<file path="config.mk">
export PLATFORM = sky130hd
export DESIGN_NAME = uwk_rx_dev_flat
export DESIGN_NICKNAME = d
export VERILOG_FILES = /design/src/pkg/uwk_pkg.sv /design/src/pkg/uwk_link_if.sv /design/src/design/uwk_rx_dev.sv /design/src/flat_wrapper.sv
export SDC_FILE = /design/constraint.sdc
export NUM_CORES = 1
export LEC_CHECK = 0
export ABC_AREA = 1
export ABC_CLOCK_PERIOD_IN_PS = 3050
export BUFFER_PORTS_ARGS = -buffer_cell sky130_fd_sc_hd__clkbuf_2
export CAP_MARGIN = 20
export CORE_UTILIZATION = 30
export DETAILED_ROUTE_END_ITERATION = 10
export GPL_TIMING_DRIVEN = 0
export SKIP_CTS_REPAIR_TIMING = 1
export SLEW_MARGIN = 20
export SYNTH_ARGS = -nofsm -noshare
export SYNTH_HDL_FRONTEND = slang
export SYNTH_SLANG_ARGS = --single-unit
</file>
<file path="constraint.sdc">
create_clock -name clk_i -period 3.05 [get_ports clk_i]
set_input_delay 0.305 -clock clk_i [delete_from_list [all_inputs] [get_ports clk_i]]
set_output_delay 0.305 -clock clk_i [all_outputs]
set_load 0.01 [all_outputs]
</file>
<file path="src/pkg/uwk_pkg.sv">
// Shared constants for the sleep-wake serial receiver and its transmitter.
// Assumes a single 40 MHz clock on both ends and a 9600 bps line.
package uwk_pkg;

   // ****************************************************
   // Timing
   // ****************************************************
   localparam int unsigned CLK_HZ = 40_000_000;
   localparam int unsigned BAUD_BPS = 9600;
   // Nearest whole cycle count, so the timing error stays under half a cycle a bit
   localparam int unsigned BIT_CYCLES = (CLK_HZ + BAUD_BPS / 2) / BAUD_BPS;
   localparam int unsigned CNT_W = 13;
   localparam int unsigned DATA_W = 8;

   // ****************************************************
   // Register port and map
   // ****************************************************
   localparam int unsigned REG_AW = 4;
   localparam int unsigned REG_DW = 16;
   localparam logic [3:0] OFS_START = 4'h0; // W: channel start trigger
   localparam logic [3:0] OFS_STOP = 4'h1; // W: channel_stop_trigger
   localparam logic [3:0] OFS_EN_STAT = 4'h2; // R: channel_enable_status
   localparam logic [3:0] OFS_CTRL = 4'h3; // RW: control bits
   localparam logic [3:0] OFS_SLEEP = 4'h4; // W: enter deep sleep
   localparam logic [3:0] OFS_RX_DATA = 4'h5; // R: received byte
   localparam logic [3:0] OFS_IRQ_STAT = 4'h6; // R: sticky events, clear on read
   localparam logic [3:0] OFS_IRQ_MASK = 4'h7; // RW: event enables
   localparam logic [3:0] OFS_PRIO = 4'h8; // RW: interrupt priorities
   localparam logic [3:0] OFS_PWR = 4'h9; // R: power state

   localparam int unsigned CH1_BIT = 1;
   localparam logic [15:0] CH1_TRIG = 16'h0002;

   localparam int unsigned CTRL_CLOCK_GATED_RECEIVE_STATE_EN = 0; // Reception start from deep sleep
   localparam int unsigned CTRL_ERR_SLEEP = 1; // error_action_select: 1 = back to sleep
   localparam int unsigned CTRL_FAST_OSC = 2; // fast_internal_oscillator is the clock
   localparam logic [2:0] CTRL_RST = 3'h0;

   localparam int unsigned IRQ_W = 4;
   localparam int unsigned ST_DONE = 0;
   localparam int unsigned ST_PAR = 1;
   localparam int unsigned ST_FRM = 2;
   localparam int unsigned ST_OVR = 3;
   localparam logic [3:0] MASK_RST = 4'h0;

   // Two bits each: [1:0] transfer end, [3:2] error; 3 is the lowest level
   localparam logic [3:0] PRIO_RST = 4'hF;

   // ****************************************************
   // State types
   // ****************************************************
   typedef enum logic [1:0] {
      PWR_RUN = 2'b00,
      PWR_SLEEP = 2'b01,
      PWR_CLOCK_GATED_RECEIVE_STATE = 2'b10
   } uwk_pwr_e;

   typedef enum logic [2:0] {
      RX_IDLE = 3'b000,
      RX_START = 3'b001,
      RX_DATA = 3'b010,
      RX_PARITY = 3'b011,
      RX_STOP = 3'b100
   } uwk_rx_e;

endpackage : uwk_pkg

</file>
<file path="src/pkg/uwk_link_if.sv">
// Serial line between the external transmitter and the receiver.
// Assumes both ends share clk_i; the receiver still synchronises the line.
`timescale 1ns/100ps
interface uwk_link_if;
   logic serial_receive_input; // Idle high, start bit low

   modport dev (input serial_receive_input);
   modport src (output serial_receive_input);
endinterface : uwk_link_if

</file>
<file path="src/design/uwk_rx_dev.sv">
// Receive-only serial channel that stays armed in deep sleep when gated reception and the fast oscillator are both selected.
// Assumes software on the register port and a transmitter on the link.
`timescale 1ns/100ps
module uwk_rx_dev #(
   parameter int unsigned BIT_CYCLES = uwk_pkg::BIT_CYCLES
) (
   input wire logic clk_i, // 40 MHz clock
   input wire logic rst_n_i, // Async reset, active low
   uwk_link_if.dev link, // Serial line in
   input wire logic [uwk_pkg::REG_AW-1:0] reg_addr_i, // Register address
   input wire logic [uwk_pkg::REG_DW-1:0] reg_wdata_i, // Write data
   input wire logic reg_wr_i, // Write strobe
   input wire logic reg_rd_i, // Read strobe
   output logic [uwk_pkg::REG_DW-1:0] reg_rdata_o, // Read data, cycle after strobe
   output logic rx_transfer_end_irq_o, // Unmasked transfer end pending
   output logic rx_error_irq_o, // Unmasked receive error pending
   output logic irq_o, // Any unmasked event pending
   output logic cpu_run_o, // Processor running
   output logic clock_gated_receive_state_o // Gated reception in progress
);

   // ****************************************************
   // Decoding and timing
   // ****************************************************
   localparam logic [uwk_pkg::CNT_W-1:0] FULL_CNT = uwk_pkg::CNT_W'(BIT_CYCLES - 1);
   localparam logic [uwk_pkg::CNT_W-1:0] HALF_CNT = uwk_pkg::CNT_W'(BIT_CYCLES / 2 - 1);

   function automatic logic hit(input logic [3:0] addr, input logic [3:0] ofs,
                                input logic strobe);
      hit = strobe && (addr == ofs);
   endfunction : hit

   logic rx_meta_q, rx_sync_q, rx_prev_q;
   logic chan_en_q;
   logic [2:0] ctrl_q;
   logic [uwk_pkg::IRQ_W-1:0] stat_q, mask_q;
   logic [3:0] prio_q;
   logic [uwk_pkg::DATA_W-1:0] shift_q, rx_data_q;
   logic rx_full_q;
   uwk_pkg::uwk_rx_e rx_st_q;
   logic [uwk_pkg::CNT_W-1:0] cnt_q;
   logic [2:0] bit_q;
   logic par_q;
   logic fr_done_q, fr_par_q, fr_frm_q, fr_ovr_q;
   uwk_pkg::uwk_pwr_e pwr_q, pwr_d;
   logic fall, clock_gated_receive_state_ok, rx_active, fr_err, discard;
   logic [uwk_pkg::IRQ_W-1:0] stat_set;

   // ****************************************************
   // Line input
   // ****************************************************
   // Two flops before use; the line is asynchronous to clk_i
   always_ff @(posedge clk_i or negedge rst_n_i) begin
      if (!rst_n_i) begin
         rx_meta_q <= 1'b1;
         rx_sync_q <= 1'b1;
         rx_prev_q <= 1'b1;
      end else begin
         rx_meta_q <= link.serial_receive_input;
         rx_sync_q <= rx_meta_q;
         rx_prev_q <= rx_sync_q;
      end
   end

   // Start edge is high to low on the synchronised line
   assign fall = rx_prev_q && !rx_sync_q;
   assign clock_gated_receive_state_ok = ctrl_q[uwk_pkg::CTRL_CLOCK_GATED_RECEIVE_STATE_EN] && ctrl_q[uwk_pkg::CTRL_FAST_OSC];
   assign rx_active = chan_en_q && (pwr_q != uwk_pkg::PWR_SLEEP || clock_gated_receive_state_ok);
   assign fr_err = fr_par_q || fr_frm_q || fr_ovr_q;
   // Gated error with sleep selected drops the frame silently
   assign discard = (pwr_q == uwk_pkg::PWR_CLOCK_GATED_RECEIVE_STATE) && fr_err &&
                    ctrl_q[uwk_pkg::CTRL_ERR_SLEEP];

   // ****************************************************
   // Frame receiver
   // ****************************************************
   // Samples at mid-bit; a start bit gone high at mid-bit is a glitch
   always_ff @(posedge clk_i or negedge rst_n_i) begin
      if (!rst_n_i) begin
         rx_st_q <= uwk_pkg::RX_IDLE;
         cnt_q <= '0;
         bit_q <= '0;
         shift_q <= '0;
         par_q <= 1'b0;
         fr_done_q <= 1'b0;
         fr_par_q <= 1'b0;
         fr_frm_q <= 1'b0;
         fr_ovr_q <= 1'b0;
      end else begin
         fr_done_q <= 1'b0;
         cnt_q <= cnt_q + 1'b1;
         if (!chan_en_q) begin
            rx_st_q <= uwk_pkg::RX_IDLE;
         end else begin
            unique case (rx_st_q)
               uwk_pkg::RX_IDLE: begin
                  cnt_q <= '0;
                  if (rx_active && fall) begin
                     rx_st_q <= uwk_pkg::RX_START;
                  end
               end
               uwk_pkg::RX_START: begin
                  if (cnt_q == HALF_CNT) begin
                     cnt_q <= '0;
                     bit_q <= '0;
                     rx_st_q <= rx_sync_q ? uwk_pkg::RX_IDLE : uwk_pkg::RX_DATA;
                  end
               end
               uwk_pkg::RX_DATA: begin
                  if (cnt_q == FULL_CNT) begin
                     cnt_q <= '0;
                     shift_q <= {rx_sync_q, shift_q[uwk_pkg::DATA_W-1:1]};
                     bit_q <= bit_q + 1'b1;
                     if (bit_q == 3'h7) begin
                        rx_st_q <= uwk_pkg::RX_PARITY;
                     end
                  end
               end
               uwk_pkg::RX_PARITY: begin
                  if (cnt_q == FULL_CNT) begin
                     cnt_q <= '0;
                     par_q <= rx_sync_q;
                     rx_st_q <= uwk_pkg::RX_STOP;
                  end
               end
               uwk_pkg::RX_STOP: begin
                  if (cnt_q == FULL_CNT) begin
                     rx_st_q <= uwk_pkg::RX_IDLE;
                     fr_done_q <= 1'b1;
                     fr_par_q <= ^{shift_q, par_q};
                     fr_frm_q <= !rx_sync_q;
                     fr_ovr_q <= rx_full_q;
                  end
               end
               default: begin
                  rx_st_q <= uwk_pkg::RX_IDLE;
               end
            endcase
         end
      end
   end

   // ****************************************************
   // Power state
   // ****************************************************
   always_comb begin
      pwr_d = pwr_q;
      unique case (pwr_q)
         uwk_pkg::PWR_RUN: begin
            if (hit(reg_addr_i, uwk_pkg::OFS_SLEEP, reg_wr_i)) begin
               pwr_d = uwk_pkg::PWR_SLEEP;
            end
         end
         uwk_pkg::PWR_SLEEP: begin
            if (rx_st_q == uwk_pkg::RX_IDLE && rx_active && fall) begin
               pwr_d = uwk_pkg::PWR_CLOCK_GATED_RECEIVE_STATE;
            end
         end
         uwk_pkg::PWR_CLOCK_GATED_RECEIVE_STATE: begin
            if (fr_done_q) begin
               // Good frame or error with interrupt selected both wake the processor
               pwr_d = discard ? uwk_pkg::PWR_SLEEP : uwk_pkg::PWR_RUN;
            end else if (rx_st_q == uwk_pkg::RX_IDLE) begin
               pwr_d = uwk_pkg::PWR_SLEEP;
            end
         end
         default: begin
            pwr_d = uwk_pkg::PWR_RUN;
         end
      endcase
   end

   always_ff @(posedge clk_i or negedge rst_n_i) begin
      if (!rst_n_i) begin
         pwr_q <= uwk_pkg::PWR_RUN;
         cpu_run_o <= 1'b1;
         clock_gated_receive_state_o <= 1'b0;
      end else begin
         pwr_q <= pwr_d;
         cpu_run_o <= (pwr_d == uwk_pkg::PWR_RUN);
         clock_gated_receive_state_o <= (pwr_d == uwk_pkg::PWR_CLOCK_GATED_RECEIVE_STATE);
      end
   end

   // ****************************************************
   // Software registers
   // ****************************************************
   // Channel enable from start and stop triggers
   always_ff @(posedge clk_i or negedge rst_n_i) begin
      if (!rst_n_i) begin
         chan_en_q <= 1'b0;
      end else if (hit(reg_addr_i, uwk_pkg::OFS_START, reg_wr_i) &&
                   reg_wdata_i[uwk_pkg::CH1_BIT]) begin
         chan_en_q <= 1'b1;
      end else if (hit(reg_addr_i, uwk_pkg::OFS_STOP, reg_wr_i) &&
                   reg_wdata_i[uwk_pkg::CH1_BIT]) begin
         chan_en_q <= 1'b0;
      end
   end

   // Control, mask and priority
   always_ff @(posedge clk_i or negedge rst_n_i) begin
      if (!rst_n_i) begin
         ctrl_q <= uwk_pkg::CTRL_RST;
         mask_q <= uwk_pkg::MASK_RST;
         prio_q <= uwk_pkg::PRIO_RST;
      end else begin
         if (hit(reg_addr_i, uwk_pkg::OFS_CTRL, reg_wr_i)) begin
            ctrl_q <= reg_wdata_i[2:0];
         end
         if (hit(reg_addr_i, uwk_pkg::OFS_IRQ_MASK, reg_wr_i)) begin
            mask_q <= reg_wdata_i[uwk_pkg::IRQ_W-1:0];
         end
         if (hit(reg_addr_i, uwk_pkg::OFS_PRIO, reg_wr_i)) begin
            prio_q <= reg_wdata_i[3:0];
         end
      end
   end

   // Received byte; an overrun keeps the unread byte
   always_ff @(posedge clk_i or negedge rst_n_i) begin
      if (!rst_n_i) begin
         rx_data_q <= '0;
         rx_full_q <= 1'b0;
      end else if (fr_done_q && !discard && !fr_ovr_q) begin
         rx_data_q <= shift_q;
         rx_full_q <= 1'b1;
      end else if (hit(reg_addr_i, uwk_pkg::OFS_RX_DATA, reg_rd_i)) begin
         rx_full_q <= 1'b0;
      end
   end

   // Sticky events; a new event beats a clearing read
   always_comb begin
      stat_set = '0;
      if (fr_done_q && !discard) begin
         stat_set[uwk_pkg::ST_DONE] = !fr_err;
         stat_set[uwk_pkg::ST_PAR] = fr_par_q;
         stat_set[uwk_pkg::ST_FRM] = fr_frm_q;
         stat_set[uwk_pkg::ST_OVR] = fr_ovr_q;
      end
   end

   always_ff @(posedge clk_i or negedge rst_n_i) begin
      if (!rst_n_i) begin
         stat_q <= '0;
      end else if (hit(reg_addr_i, uwk_pkg::OFS_IRQ_STAT, reg_rd_i)) begin
         stat_q <= stat_set;
      end else begin
         stat_q <= stat_q | stat_set;
      end
   end

   // Interrupt outputs, registered from status and mask
   always_ff @(posedge clk_i or negedge rst_n_i) begin
      if (!rst_n_i) begin
         rx_transfer_end_irq_o <= 1'b0;
         rx_error_irq_o <= 1'b0;
         irq_o <= 1'b0;
      end else begin
         rx_transfer_end_irq_o <= stat_q[uwk_pkg::ST_DONE] && mask_q[uwk_pkg::ST_DONE];
         rx_error_irq_o <= |(stat_q[3:1] & mask_q[3:1]);
         irq_o <= |(stat_q & mask_q);
      end
   end

   // Read data for one cycle after the strobe, zero otherwise
   always_ff @(posedge clk_i or negedge rst_n_i) begin
      if (!rst_n_i) begin
         reg_rdata_o <= '0;
      end else begin
         reg_rdata_o <= '0;
         if (reg_rd_i) begin
            unique case (reg_addr_i)
               uwk_pkg::OFS_EN_STAT: reg_rdata_o <= {14'h0, chan_en_q, 1'b0};
               uwk_pkg::OFS_CTRL: reg_rdata_o <= {13'h0, ctrl_q};
               uwk_pkg::OFS_RX_DATA: reg_rdata_o <= {8'h00, rx_data_q};
               uwk_pkg::OFS_IRQ_STAT: reg_rdata_o <= {12'h000, stat_q};
               uwk_pkg::OFS_IRQ_MASK: reg_rdata_o <= {12'h000, mask_q};
               uwk_pkg::OFS_PRIO: reg_rdata_o <= {12'h000, prio_q};
               uwk_pkg::OFS_PWR: reg_rdata_o <= {14'h0, pwr_q};
               default: reg_rdata_o <= '0;
            endcase
         end
      end
   end

   // No transmitter here: the channel only listens

endmodule : uwk_rx_dev

</file>
<file path="src/flat_wrapper.sv">
// flat-port wrapper written by rule: the top's interface ports become plain ports
module uwk_rx_dev_flat 
#(
   parameter int unsigned BIT_CYCLES = uwk_pkg::BIT_CYCLES
)
  (clk_i, rst_n_i, reg_addr_i, reg_wdata_i, reg_wr_i, reg_rd_i, reg_rdata_o, rx_transfer_end_irq_o, rx_error_irq_o, irq_o, cpu_run_o, clock_gated_receive_state_o, link_serial_receive_input);
  uwk_link_if link_i ();
  input wire logic clk_i;
  input wire logic rst_n_i;
  input wire logic [uwk_pkg::REG_AW-1:0] reg_addr_i;
  input wire logic [uwk_pkg::REG_DW-1:0] reg_wdata_i;
  input wire logic reg_wr_i;
  input wire logic reg_rd_i;
  output logic [uwk_pkg::REG_DW-1:0] reg_rdata_o;
  output logic rx_transfer_end_irq_o;
  output logic rx_error_irq_o;
  output logic irq_o;
  output logic cpu_run_o;
  output logic clock_gated_receive_state_o;
  input wire logic [$bits(link_i.serial_receive_input)-1:0] link_serial_receive_input;
  assign link_i.serial_receive_input = link_serial_receive_input;
  uwk_rx_dev #(.BIT_CYCLES(BIT_CYCLES)) u_core (.clk_i(clk_i), .rst_n_i(rst_n_i), .link(link_i), .reg_addr_i(reg_addr_i), .reg_wdata_i(reg_wdata_i), .reg_wr_i(reg_wr_i), .reg_rd_i(reg_rd_i), .reg_rdata_o(reg_rdata_o), .rx_transfer_end_irq_o(rx_transfer_end_irq_o), .rx_error_irq_o(rx_error_irq_o), .irq_o(irq_o), .cpu_run_o(cpu_run_o), .clock_gated_receive_state_o(clock_gated_receive_state_o));
endmodule
</file>
==> results <==
- The signal on the critical path passes through inv_1 > ha_1 > nand2_1 > nor2_1 > nand3_2 > a211oi_4 > nor2_1.
- In this run the most critical hold path is launched from link_serial_receive_input.
- The synthesized design contains 0 enable-type register cells.
- In this design, the stage delay of the slowest critical-path cell is 0.49 ns.
- The worst endpoint data arrival time is 1.94 ns.
- The synthesized area per cell is 8.39 um^2.
- In the synthesized netlist the async set-or-reset flop fraction comes to 1.00.
- The synthesized design contains 75 register bits.
- In the routed layout, each cell is associated on average with a via count of 4.56.
- The core region is 11600 um^2.
- The average detailed-routed wire length per instance is 11.8 um.
- The top-level I/O count is 46.
- The number of cells traversed by the worst register-to-register path is 7.
- The flow ran to the end, but the final reports show violations.
- Entering global routing, the biggest net connects 46 pins.
- The final hold violation count is 0.
- The leakage power of the design is 2.14 nW.
- Summing all flip-flop and latch instances after layout gives 1890 um^2.
- The first global-routing pass estimated 12.8 mm of wire.
- The number of antenna violations at the first check in global routing came to 0.
- The final estimated routing congestion in global placement is 0.882.
- The fraction of final layout cells with drive strength greater than 1 is 0.161.
- The root buffer selected by CTS is sky130_fd_sc_hd__clkbuf_16.
- The classification of the worst setup path is reg -> reg.
- The cell type group with the largest total delay on the critical path is compound AO/OA/AOI/OAI gates.
- In this run the worst hold path is classified as in -> reg.
- The die covers 12600 um^2.
- The H-tree generated during clock tree synthesis spans 3 levels.
- The synthesized instance count is 435.
- The final reports fail on DRC.
- For this block, the via count after detailed routing is 2861.
- The initial core utilization is 0.314.
- The repair_antennas step left the layout with diodes totalling 0.
- The clock tree skew after final layout is 0.00765 ns.
- In this run, distinct cell masters in the synthesized netlist total 35.
- Across every metal layer, demand over resource in global routing totals 0.129.
- Among all stages on the critical path, the largest delay is contributed by sky130_fd_sc_hd__a211oi_4.
- The via count of the first global-routing pass came to 2812.
- The number of port buffers is 25.
- In this run the power density over the cells is 638 nW/um^2.
- For this run, the top clock speed supported by timing is 577 MHz.
- The detail route stage leaves a number of antenna-violating nets equal to 0.
- TritonCTS built the clock tree.
- Among all flip-flop cells after synthesis, the most frequent one is sky130_fd_sc_hd__dfrtp_1.
- The worst setup path is captured at a flop.
- The count of final setup violators is 0.
- In the final design database the tool counted 509 nets.
- The overall die width is 112 um.
- The die extent in y is 112 um.
- The final period utilization is 0.569.
- Setup repair after global routing left no endpoint under its margin.
- The aggregate global routing overflow is 0.
- The worst hold-check slack is 0.0533 ns.
- Of all nets on the critical path, the largest fanout is 9.
- The critical register-to-register path startpoint is u_core.cnt_q[0].
- The area of the mapped netlist is 3650 um^2.
- The final sum of negative setup slack is 0 ns.
- The first detailed-routing pass took 7 iterations.
- The clock passes through at most 2 buffers.
- The time the final worst path needs with I/O delays and setup is 1.73 ns.
- The yosys synthesis warning count is 0.
- The detailed router's first-iteration violation count is 171.
- The final HPWL from detailed placement is 5.52 mm.
- The total count of max-transition violations in the final report was 0.
- VDD sags by at most 0.281 mV.
- The share of synthesized area occupied by flip-flops and latches is 0.517.
- The total area of multi-input combinational cells is 1440 um^2.
- The slack of the worst reg-to-reg path is 1.32 ns.
- The critical path startpoint category is a flop.
- For the worst setup path, the data required time is 3.26 ns.
- In this run the critical register-to-register path is captured at u_core.cnt_q[1].
- In the routed design, unresolved DRC markers number 4.
- The hold-critical path depth is 1.
- The tree built by TritonCTS fans out to 75 sinks.
- Fill cells in the final layout number 1163.
- The buffering stage count on the worst path with inverters included is 1.
- The end point of the worst hold path is u_core.rx_meta_q.
- The layout overhead on the synthesized area is 18.1%.
- The max capacitance violation total is 0.
- The aggregate routed wire length is 7.40 mm.
- The critical path launch point is u_core.cnt_q[0].
- The most common cell type on the critical path is sky130_fd_sc_hd__nor2_1.
- In this run, CTS created clock tree buffers numbering 9.
- In this run the core area contains 39 standard-cell rows.
- Clock-pin slew was measured on the worst setup and hold paths at 0.05 ns.
- The clock latency reported for the late side of the worst-skew pair is 0.34 ns.
==> worst max-delay path by stage <==
stage / to / cells past startpoint / slack (ns)
floorplan: u_core.cnt_q[0] / 7 / 1.56
global placement: u_core.reg_rdata_o[1] / 1 / 1.01
detailed placement: u_core.cnt_q[4] / 7 / 1.30
CTS: u_core.cnt_q[4] / 7 / 1.29
global route: u_core.cnt_q[1] / 7 / 1.13
finish: u_core.cnt_q[1] / 7 / 1.32
==> placed cells by master, fill, tap and decap left out, types with 2 or more instances in the layout <==
cell and n:
sky130_fd_sc_hd__a21oi_1 13, sky130_fd_sc_hd__buf_4 11, sky130_fd_sc_hd__clkbuf_16 9, sky130_fd_sc_hd__clkbuf_2 24
sky130_fd_sc_hd__clkbuf_8 2, sky130_fd_sc_hd__clkinvlp_4 3, sky130_fd_sc_hd__conb_1 8, sky130_fd_sc_hd__dfrtp_1 67
sky130_fd_sc_hd__dfstp_2 8, sky130_fd_sc_hd__ha_1 4, sky130_fd_sc_hd__inv_1 68, sky130_fd_sc_hd__inv_2 2
sky130_fd_sc_hd__mux2_2 3, sky130_fd_sc_hd__nand2_1 87, sky130_fd_sc_hd__nand2_2 2, sky130_fd_sc_hd__nand3_1 27
sky130_fd_sc_hd__nand3_2 2, sky130_fd_sc_hd__nand4_1 9, sky130_fd_sc_hd__nor2_1 53, sky130_fd_sc_hd__nor2_4 2
sky130_fd_sc_hd__nor3_1 6, sky130_fd_sc_hd__o21a_1 2, sky130_fd_sc_hd__o21ai_0 33, sky130_fd_sc_hd__o22ai_1 9
sky130_fd_sc_hd__or2_2 2, sky130_fd_sc_hd__xnor2_1 2, sky130_fd_sc_hd__xor2_1 10
==> synthesized netlist by cell type, drive strengths merged (2+ instances only) <==
cell | count | area share
nand2 | 89 | 0.093
inv | 70 | 0.072
dfrtp | 67 | 0.46
nor2 | 56 | 0.062
o21ai | 34 | 0.047
nand3 | 29 | 0.042
a21oi | 13 | 0.018
buf | 12 | 0.024
nand4 | 10 | 0.021
xor2 | 10 | 0.024
o22ai | 9 | 0.015
dfstp | 8 | 0.058
nor3 | 6 | 0.0082
ha | 4 | 0.014
mux2 | 3 | 0.0093
a211oi | 2 | 0.0075
o21a | 2 | 0.0041
or2 | 2 | 0.0034
xnor2 | 2 | 0.0048
==> flip-flops by register name, indices dropped and copies added (netlist names), 2 cells and up <==
register            count
u_core.rx_data_q        8
u_core.ctrl_q           3
u_core.stat_q           4
u_core.prio_q           4
u_core.shift_q          8
u_core.cnt_q           13
u_core.rx_st_q          3
u_core.bit_q            3
u_core.reg_rdata_o      8
u_core.pwr_q            2
u_core.mask_q           4
==> worst register-to-register path, cell delays in order (launching register included) <==
cell                       delay [ns]
sky130_fd_sc_hd__dfrtp_1         0.40
sky130_fd_sc_hd__inv_1           0.07
sky130_fd_sc_hd__ha_1            0.19
sky130_fd_sc_hd__nand2_1         0.08
sky130_fd_sc_hd__nor2_1          0.14
sky130_fd_sc_hd__nand3_2         0.15
sky130_fd_sc_hd__a211oi_4        0.49
sky130_fd_sc_hd__nor2_1          0.09
==> cells by family (layout without fill, tap and decap cells) <==
logic type      after synthesis  after routing  share of synthesized area
simple gates                195            195                      0.236
buf+inv                      82            125                     0.0960
flops                        75             75                      0.517
compound gates               63             63                     0.0980
xor+xnor                     12             12                     0.0288
fa+ha+maj                     4              4                     0.0137
mux                           3              3                    0.00925
other cells                   1              8                    0.00103
==> power breakdown <==
part | internal (mW) | switching [mW]
logic | 0.183 | 0.353
registers | 1.12 | 0.0809
clock network | 0.596 | 0.417
total | 1.90 | 0.851
==> layer usage <==
metal | global-route usage | wire (um) | vias to the layer above
li1 | - | - | 1462
met1 | 0.157 | 3480 | 1320
met2 | 0.205 | 3380 | 62
met3 | 0.0346 | 298 | 17
met4 | 0.0827 | 248 | 0
met5 | 0 | 0 | -
==> area by class of cell <==
class                   instances  area share
clock buffers                  11      0.0586
multi-input cells             285       0.334
flip-flops and latches         75       0.438
plain buffers                  12      0.0203
well taps                     143      0.0415
inverters                      70      0.0610
clock inverters                 5     0.00842
repair buffers                 27      0.0383
==> through the flow <==
step	cells	setup slack [ns]	power, mW	utilization	instance area, um^2
after CTS	627	1.29	2.78	0.370	4300
final	628	1.32	2.75	0.371	4310
after global placement	610	1.01	1.73	0.343	3980
after detailed placement	611	1.30	1.75	0.345	4010
after floorplan	442	1.56	1.58	-	3680
after global routing	628	1.13	2.90	0.371	4310
(Power assumes the default switching activity.)
